<file path="config.mk">
export PLATFORM = sky130hd
export DESIGN_NAME = gcsa_acceptor
export DESIGN_NICKNAME = d
export VERILOG_FILES = /design/src/hw/gcsa_pkg.sv /design/src/hw/gcsa_acceptor.sv /design/src/hw/gcsa_sync.sv
export SDC_FILE = /design/constraint.sdc
export NUM_CORES = 1
export LEC_CHECK = 0
export ABC_AREA = 0
export BUFFER_PORTS_ARGS = -buffer_cell sky130_fd_sc_hd__buf_2
export CAP_MARGIN = 10
export CORE_MARGIN = 2
export CORE_UTILIZATION = 51
export CTS_CLUSTER_DIAMETER = 100
export CTS_CLUSTER_SIZE = 24
export DETAILED_ROUTE_END_ITERATION = 8
export PLACE_DENSITY = 0.78
export SLEW_MARGIN = 40
export SYNTH_ARGS = -nofsm -noshare
export SYNTH_HDL_FRONTEND = slang
export SYNTH_SLANG_ARGS = --single-unit
</file>
<file path="constraint.sdc">
create_clock -name clk_sys -period 2.9 [get_ports clk_sys]
set_clock_uncertainty 0.2 [all_clocks]
set_input_delay 0.725 -clock clk_sys [delete_from_list [all_inputs] [get_ports clk_sys]]
set_output_delay 0.725 -clock clk_sys [all_outputs]
set_load 0.02 [all_outputs]
</file>
<file path="src/hw/gcsa_pkg.sv">
// Package with bus command codes, address groups and handshake constants for the command acceptor.
package gcsa_pkg;
   localparam logic [7:0] GCSA_UNL_BYTE      = 8'h3F;
   localparam logic [7:0] GCSA_UNT_BYTE      = 8'h5F;
   localparam logic [7:0] GCSA_LAG_BASE      = 8'h20;
   localparam logic [7:0] GCSA_TAG_BASE      = 8'h40;
   localparam logic [7:0] GCSA_SDC_BYTE      = 8'h04;
   localparam logic [7:0] GCSA_DCL_BYTE      = 8'h14;
   localparam logic [7:0] GCSA_LLO_BYTE      = 8'h11;
   localparam logic [7:0] GCSA_GTL_BYTE      = 8'h01;
   localparam logic [7:0] GCSA_FUNC_CHAR     = 8'h46;
   localparam logic [7:0] GCSA_ZERO_CHAR     = 8'h30;
   localparam logic [7:0] GCSA_EXEC_CHAR     = 8'h58;
   localparam logic [4:0] GCSA_ADDR_RESET    = 5'h0A;
   localparam logic [4:0] GCSA_ADDR_MAX      = 5'h1E;
   localparam logic [6:0] GCSA_CMD_MASK      = 7'h7F;
   localparam logic [3:0] GCSA_FUNC_DCV      = 4'h0;
   localparam logic [3:0] GCSA_FUNC_RESET    = 4'h0;
   localparam int         GCSA_SYNC_STAGES   = 2;
   typedef enum logic [1:0] {GCSA_DDS_IDLE, GCSA_DDS_FUNC, GCSA_DDS_DIGIT} gcsa_dds_t;
   typedef enum logic [1:0] {GCSA_HS_READY, GCSA_HS_LATCH, GCSA_HS_DONE} gcsa_hs_t;
endpackage : gcsa_pkg

</file>
<file path="src/hw/gcsa_acceptor.sv">
// Instrument-side acceptor of bus command sequences and device-dependent strings.
`timescale 1ns/1ps
module gcsa_acceptor
   import gcsa_pkg::*;
(
   // Clock and reset.
   input  wire logic       clk_sys,
   input  wire logic       rst_b,
   // Bus pins, levels as true logic (1 = asserted).
   input  wire logic [7:0] bus_dio_in,
   input  wire logic       bus_atn_in,
   input  wire logic       bus_dav_in,
   output logic            bus_nrfd_out,
   output logic            bus_nrfd_oe,
   output logic            bus_ndac_out,
   output logic            bus_ndac_oe,
   // Talker data path.
   input  wire logic [7:0] talk_data,
   output logic [7:0]      bus_dio_out,
   output logic            bus_dio_oe,
   // Primary address programming.
   input  wire logic [4:0] addr_wr_data,
   input  wire logic       addr_wr_en,
   // Device status.
   output logic [4:0]      primary_addr,
   output logic            listen_active,
   output logic            talk_active,
   output logic            lockout_active,
   output logic            clear_pulse,
   output logic [3:0]      func_sel,
   output logic            func_pulse
);
   logic [9:0]  sync_w;
   logic [7:0]  dio_s;
   logic        atn_s;
   logic        dav_s;

   // All bus inputs cross into the clock domain through two flops.
   gcsa_sync #(.WIDTH(10)) u_sync (
      .clk_sys (clk_sys),
      .rst_b   (rst_b),
      .din     ({bus_dio_in, bus_atn_in, bus_dav_in}),
      .dout    (sync_w)
   );
   assign dio_s = sync_w[9:2];
   assign atn_s = sync_w[1];
   assign dav_s = sync_w[0];

   gcsa_hs_t    hs_r,   hs_nxt;
   gcsa_dds_t   dds_r,  dds_nxt;
   logic [7:0]  byte_r, byte_nxt;
   logic        batn_r, batn_nxt;
   logic        take;
   logic [4:0]  pa_r,   pa_nxt;
   logic        lsn_r,  lsn_nxt;
   logic        tlk_r,  tlk_nxt;
   logic        llo_r,  llo_nxt;
   logic        clr_r,  clr_nxt;
   logic [3:0]  fn_r,   fn_nxt;
   logic        fnp_r,  fnp_nxt;
   logic [7:0]  do_r,   do_nxt;
   logic [7:0]  my_lag;
   logic [7:0]  my_tag;
   logic        is_cmd;
   logic        is_data;

   // Handshake: latch byte on data valid, then release not-accepted until valid drops.
   always_comb
   begin
      hs_nxt   = hs_r;
      byte_nxt = byte_r;
      batn_nxt = batn_r;
      take     = 1'b0;
      case (hs_r)
         GCSA_HS_READY:
            if (dav_s)
            begin
               byte_nxt = dio_s;
               batn_nxt = atn_s;
               hs_nxt   = GCSA_HS_LATCH;
            end
         GCSA_HS_LATCH:
         begin
            take   = 1'b1;
            hs_nxt = GCSA_HS_DONE;
         end
         GCSA_HS_DONE:
            if (!dav_s)
               hs_nxt = GCSA_HS_READY;
         default:
            hs_nxt = GCSA_HS_READY;
      endcase
   end

   // Not-ready is held except when idle; not-accepted held until the cycle after the byte is latched.
   assign bus_nrfd_out = 1'b1;
   assign bus_nrfd_oe  = (hs_r != GCSA_HS_READY);
   assign bus_ndac_out = 1'b1;
   assign bus_ndac_oe  = (hs_r != GCSA_HS_DONE);

   assign my_lag  = GCSA_LAG_BASE | {3'b000, pa_r};
   assign my_tag  = GCSA_TAG_BASE | {3'b000, pa_r};
   assign is_cmd  = take && batn_r;
   assign is_data = take && !batn_r;

   // Command decoding, address programming and device string parsing.
   always_comb
   begin
      pa_nxt  = pa_r;
      lsn_nxt = lsn_r;
      tlk_nxt = tlk_r;
      llo_nxt = llo_r;
      clr_nxt = 1'b0;
      fn_nxt  = fn_r;
      fnp_nxt = 1'b0;
      dds_nxt = dds_r;
      do_nxt  = tlk_r ? talk_data : do_r;
      if (addr_wr_en && addr_wr_data <= GCSA_ADDR_MAX)
         pa_nxt = addr_wr_data;
      if (is_cmd)
      begin
         dds_nxt = GCSA_DDS_IDLE;
         if (byte_r[6:0] == GCSA_UNL_BYTE[6:0])
            lsn_nxt = 1'b0;
         else if (byte_r[6:0] == my_lag[6:0])
            lsn_nxt = 1'b1;
         if (byte_r[6:0] == GCSA_UNT_BYTE[6:0])
            tlk_nxt = 1'b0;
         else if (byte_r[6:0] == my_tag[6:0])
         begin
            tlk_nxt = 1'b1;
            lsn_nxt = 1'b0;
         end
         else if (byte_r[6:5] == GCSA_TAG_BASE[6:5])
            tlk_nxt = 1'b0;
         if (byte_r[6:0] == GCSA_LLO_BYTE[6:0])
            llo_nxt = 1'b1;
         if (byte_r[6:0] == GCSA_DCL_BYTE[6:0])
         begin
            clr_nxt = 1'b1;
            fn_nxt  = GCSA_FUNC_RESET;
         end
         if (byte_r[6:0] == GCSA_SDC_BYTE[6:0] && lsn_r)
         begin
            clr_nxt = 1'b1;
            fn_nxt  = GCSA_FUNC_RESET;
         end
         if (byte_r[6:0] == GCSA_GTL_BYTE[6:0] && lsn_r)
            llo_nxt = 1'b0;
      end
      else if (is_data && lsn_r)
      begin
         case (dds_r)
            GCSA_DDS_IDLE:
               if (byte_r == GCSA_FUNC_CHAR)
                  dds_nxt = GCSA_DDS_FUNC;
            GCSA_DDS_FUNC:
               dds_nxt = (byte_r == GCSA_ZERO_CHAR) ? GCSA_DDS_DIGIT : GCSA_DDS_IDLE;
            GCSA_DDS_DIGIT:
            begin
               dds_nxt = GCSA_DDS_IDLE;
               if (byte_r == GCSA_EXEC_CHAR)
               begin
                  fn_nxt  = GCSA_FUNC_DCV;
                  fnp_nxt = 1'b1;
               end
            end
            default:
               dds_nxt = GCSA_DDS_IDLE;
         endcase
      end
   end

   // State registers.
   always_ff @(posedge clk_sys or negedge rst_b)
   begin
      if (!rst_b)
      begin
         hs_r   <= GCSA_HS_READY;
         byte_r <= 8'h00;
         batn_r <= 1'b0;
         pa_r   <= GCSA_ADDR_RESET;
         lsn_r  <= 1'b0;
         tlk_r  <= 1'b0;
         llo_r  <= 1'b0;
         clr_r  <= 1'b0;
         fn_r   <= GCSA_FUNC_RESET;
         fnp_r  <= 1'b0;
         dds_r  <= GCSA_DDS_IDLE;
         do_r   <= 8'h00;
      end
      else
      begin
         hs_r   <= hs_nxt;
         byte_r <= byte_nxt;
         batn_r <= batn_nxt;
         pa_r   <= pa_nxt;
         lsn_r  <= lsn_nxt;
         tlk_r  <= tlk_nxt;
         llo_r  <= llo_nxt;
         clr_r  <= clr_nxt;
         fn_r   <= fn_nxt;
         fnp_r  <= fnp_nxt;
         dds_r  <= dds_nxt;
         do_r   <= do_nxt;
      end
   end

   // Outputs; data lines driven only while talking and attention is low.
   assign bus_dio_out    = do_r;
   assign bus_dio_oe     = tlk_r && !atn_s;
   assign primary_addr   = pa_r;
   assign listen_active  = lsn_r;
   assign talk_active    = tlk_r;
   assign lockout_active = llo_r;
   assign clear_pulse    = clr_r;
   assign func_sel       = fn_r;
   assign func_pulse     = fnp_r;

   // Checks.
   chk_unl_leaves: assert property (@(posedge clk_sys) disable iff (!rst_b)
      is_cmd && byte_r == GCSA_UNL_BYTE |=> !lsn_r) else $error("unlisten did not clear listener");
   chk_lag_enters: assert property (@(posedge clk_sys) disable iff (!rst_b)
      is_cmd && byte_r == my_lag |=> lsn_r) else $error("own listen address not taken");
   chk_lag_value: assert property (@(posedge clk_sys) disable iff (!rst_b)
      pa_r == GCSA_ADDR_RESET |-> my_lag == 8'h2A) else $error("listen address wrong for address 10");
   chk_sdc_gated: assert property (@(posedge clk_sys) disable iff (!rst_b)
      is_cmd && byte_r == GCSA_SDC_BYTE |=> clr_r == $past(lsn_r)) else $error("selected clear gating wrong");
   chk_dcl_univ: assert property (@(posedge clk_sys) disable iff (!rst_b)
      is_cmd && byte_r == GCSA_DCL_BYTE |=> clr_r) else $error("universal clear ignored");
   chk_llo_set: assert property (@(posedge clk_sys) disable iff (!rst_b)
      is_cmd && byte_r == GCSA_LLO_BYTE |=> llo_r) else $error("lockout not recognised");
   chk_data_ignored: assert property (@(posedge clk_sys) disable iff (!rst_b)
      is_data && !lsn_r |=> $stable(fn_r) && !fnp_r) else $error("unaddressed data changed setting");
   chk_talk_drive: assert property (@(posedge clk_sys) disable iff (!rst_b)
      bus_dio_oe |-> tlk_r) else $error("data driven while not talker");
   chk_ndac_latch: assert property (@(posedge clk_sys) disable iff (!rst_b)
      $rose(dav_s) && hs_r == GCSA_HS_READY |-> bus_ndac_oe ##1 bus_ndac_oe ##1 !bus_ndac_oe)
      else $error("not-accepted released before latch");
   chk_addr_range: assert property (@(posedge clk_sys) disable iff (!rst_b)
      pa_r <= GCSA_ADDR_MAX) else $error("primary address out of range");
endmodule : gcsa_acceptor

</file>
<file path="src/hw/gcsa_sync.sv">
// Two-flop synchroniser for a bundle of bus input pins.
`timescale 1ns/1ps
module gcsa_sync
   import gcsa_pkg::*;
#(
   parameter int WIDTH = 11
)(
   // Clock and reset.
   input  wire logic             clk_sys,
   input  wire logic             rst_b,
   // Raw and synchronised levels.
   input  wire logic [WIDTH-1:0] din,
   output logic      [WIDTH-1:0] dout
);
   logic [WIDTH-1:0] meta_r;
   logic [WIDTH-1:0] meta_nxt;
   logic [WIDTH-1:0] sync_r;
   logic [WIDTH-1:0] sync_nxt;

   // The first stage feeds only the second stage.
   always_comb
   begin
      meta_nxt = din;
      sync_nxt = meta_r;
   end

   // Both stages reset to zero.
   always_ff @(posedge clk_sys or negedge rst_b)
   begin
      if (!rst_b)
      begin
         meta_r <= '0;
         sync_r <= '0;
      end
      else
      begin
         meta_r <= meta_nxt;
         sync_r <= sync_nxt;
      end
   end

   assign dout = sync_r;
endmodule : gcsa_sync

</file>
==> flow_metrics.py <==
metrics = {
    "clock_network": {
        "ctsHoldBuffers": 0,
        "cts_tree": "done",
        "path_clk_slew_ns": 0.09,
        "clock_path_buffers": 2,
        "cts-root-buf": "clkbuf_8",
        "cts_resized": 0,
        "clock_latency_ns": 0.30,
        "cts_made_buffers": 5,
        "cts_setup_buffers": 0,
        "numClockSinks": 51,
        "h-tree-depth": 2,
    },
    "routing": {
        "drt_iter0_drc": 59,
        "drc": 0,
        "wirelength_um": 3310,
        "wire_per_inst_um": 14.0,
        "viasPerCell": 5.08,
        "ant_nets": 0,
        "first_pass_iters": 4,
        "vias": 1204,
    },
    "sta": {
        "max_freq_ghz": 0.423,
        "tightest_slew_ns": 0.763,
        "finalSetupViolCount": 0,
        "final.setup.tns_ns": 0,
        "rsz0062_at_grt": "no",
        "finalMaxSlewViolations": 0,
        "finalHoldViolCount": 0,
        "period_needed_ns": 2.36,
        "fin_crit_sh_pct": 81.5,
        "relSlewSlack_pct": 49.0,
    },
    "synth": {
        "synth_cell_types": 30,
        "yosysSeqAreaShare_pct": 66.8,
        "synth-main-ff-cell": "dfrtp_1",
        "ys_seq_elements": 51,
        "synthTopCellsByArea": "dfrtp_1 64%, mux2_2 12%, dfstp_2 2.7%",
        "synth_edf_count": 0,
        "yosys_warnings": 0,
        "synth_top_area_share_pct": 64.1,
        "syn_inst": 139,
        "synth.most_common_cell": "dfrtp_1",
        "synthArstFlopShare_pct": 100,
        "synth.avg_cell_area_um2": 13.8,
        "yosys.area.top_type": "dfrtp_1",
        "synth_area_mm2": 0.00191,
        "yosys-top-cells-count": "49 x dfrtp_1, 21 x mux2_2, 6 x buf_4, 6 x nor2_1, 6 x o21ai_0",
    },
    "floorplanning": {
        "dieWidth_um": 65.3,
        "coreArea_mm2": 0.00363,
        "ios": 53,
        "die-area_mm2": 0.00426,
        "initial_core_util_pct": 52.7,
        "row_count": 22,
        "die_h_um": 65.3,
    },
    "power": {
        "p_seq_share_pct": 52.7,
        "p_leak_uw": 0.00109,
        "clockPowerShare_pct": 20.2,
        "p_sw_uw": 651,
        "powerDensity_mw_per_mm2": 867,
        "p_comb_share_pct": 27.1,
        "p_total_uw": 1960,
        "switching_share_pct": 33.2,
        "internal_power_uw": 1310,
        "ir_drop_mv": 0.412,
    },
    "grt": {
        "grt_use_total_pct": 17.7,
        "grt_pass1_vias": 1155,
        "antenna_found_initial": 0,
        "grt.overflow.total": 0,
        "grt_max_degree": 34,
        "grt_pass1_wl_um": 5490,
    },
    "run_status": {
        "outcome": "completed",
    },
    "hold_path": {
        "hp-class": "in -> async",
    },
    "worst_setup_path": {
        "regToRegSetupSlack_ns": 0.54,
        "cp_max_fo": 6,
        "crit_type": "reg -> reg",
        "cp-end-kind": "flip-flop",
        "ff2ff_path_depth": 4,
        "cp.arrival_ns": 2.40,
        "required_ns": 2.93,
        "worst_setup_path_start_kind": "flip-flop",
    },
    "cells_and_area": {
        "layoutNonFillerInstCount": 237,
        "diodes": 0,
        "area_growth_pct": 18.2,
        "drive_gt1_share_pct": 41.8,
        "nets": 215,
    },
    "placement": {
        "dp_cells": 230,
        "io_buffers": 46,
        "gp_congestion": 0.868,
        "dpl.hpwl_um": 2440,
    },
    "run": {
        "cap_violations": 0,
    },
}
[layout by cell type (no fill, tap or decap)]
cell,count
nor3b_1,2
mux2_2,21
and4b_1,1
o21ai_1,2
nand2_1,5
buf_4,1
nand3_1,3
nand2b_1,5
inv_1,2
buf_2,46
and3_1,1
or2_2,1
or4b_1,1
clkinv_2,1
a31oi_1,1
or4b_2,1
nand4b_1,1
xor2_1,5
conb_1,6
dfrtp_1,49
o31ai_1,1
nor2b_1,2
or4_1,3
nand3b_1,1
nor2_1,6
a21oi_1,2
nor4_1,2
clkbuf_8,6
o21ai_0,6
nor3_1,3
dfstp_2,2
[power groups by stage]
stage                     logic (uW)  clock network (uW)  registers, uW
final                            531                 396           1030
after global routing             579                 444           1060
after CTS                        538                 407           1030
after detailed placement         535                   0           1040
after global placement           516                   0           1020
after floorplan                  322                   0           1070
[worst paths after layout]
kind | start | endpoint
worst max-delay path | byte_r[1] | dds_r[1]
worst min-delay path | rst_b | u_sync.meta_r[8]
worst max register to register | byte_r[1] | dds_r[1]
worst min register to register | u_sync.meta_r[8] | u_sync.dout[8]
max in group asynchronous | rst_b | primary_addr[3]
min in group clk_sys | u_sync.meta_r[8] | u_sync.dout[8]
[worst max-delay path, stage by stage, from the launching register on]
cell     delay [ns]
dfrtp_1        0.45
or4_1          0.51
or4_1          0.50
or4b_1         0.52
o21ai_1        0.12
[stage by stage]
step	hold WS [ns]	utilization [%]	setup WS, ns	instance area [um^2]
floorplan	0.131	-	0.647	1930
global placement	0.133	59.8	0.610	2170
detailed placement	0.135	59.8	0.541	2170
CTS	0.153	62.3	0.540	2260
global route	0.156	62.3	0.485	2260
finish	0.148	62.3	0.536	2260
[area by class of cell]
| type | instances | area (um^2) |
|---|---|---|
| clock buffer | 6 | 82.6 |
| clock inverter | 1 | 5.00 |
| fill | 277 | 1370 |
| inverter | 2 | 7.51 |
| multi-input combinational | 82 | 591 |
| sequential | 51 | 1280 |
| tap | 48 | 60.1 |
| timing repair buffer | 47 | 238 |
[state kept, by name, indices dropped and copies added, names as in the netlist]
name	count
u_sync.dout	10
listen_active	1
dds_r	2
u_sync.meta_r	10
batn_r	1
primary_addr	5
clear_pulse	1
bus_dio_out	8
lockout_active	1
func_pulse	1
hs_r	2
byte_r	8
talk_active	1
[layer usage]
layer / share of wire [%] / vias to the layer above / track usage [%]
li1: - / 567 / -
met1: 41 / 579 / 21.9
met2: 50 / 52 / 28.7
met3: 6.8 / 6 / 5.31
met4: 1.8 / 0 / 7.81
met5: 0 / - / 0
[cell families (layout without fill, tap and decap cells)]
| group | Yosys count | count (layout) | share of synthesized area [%] |
|---|---|---|---|
| AND/OR/NAND/NOR | 38 | 38 | 11.7 |
| other | 2 | 6 | 0.392 |
| XOR/XNOR | 5 | 5 | 2.29 |
| flip-flops | 51 | 51 | 66.8 |
| AO/OA/AOI/OAI | 12 | 12 | 3.33 |
| buffers and inverters | 10 | 56 | 3.14 |
| multiplexers | 21 | 21 | 12.4 |
Note: power is estimated with default switching activity, not from simulation.
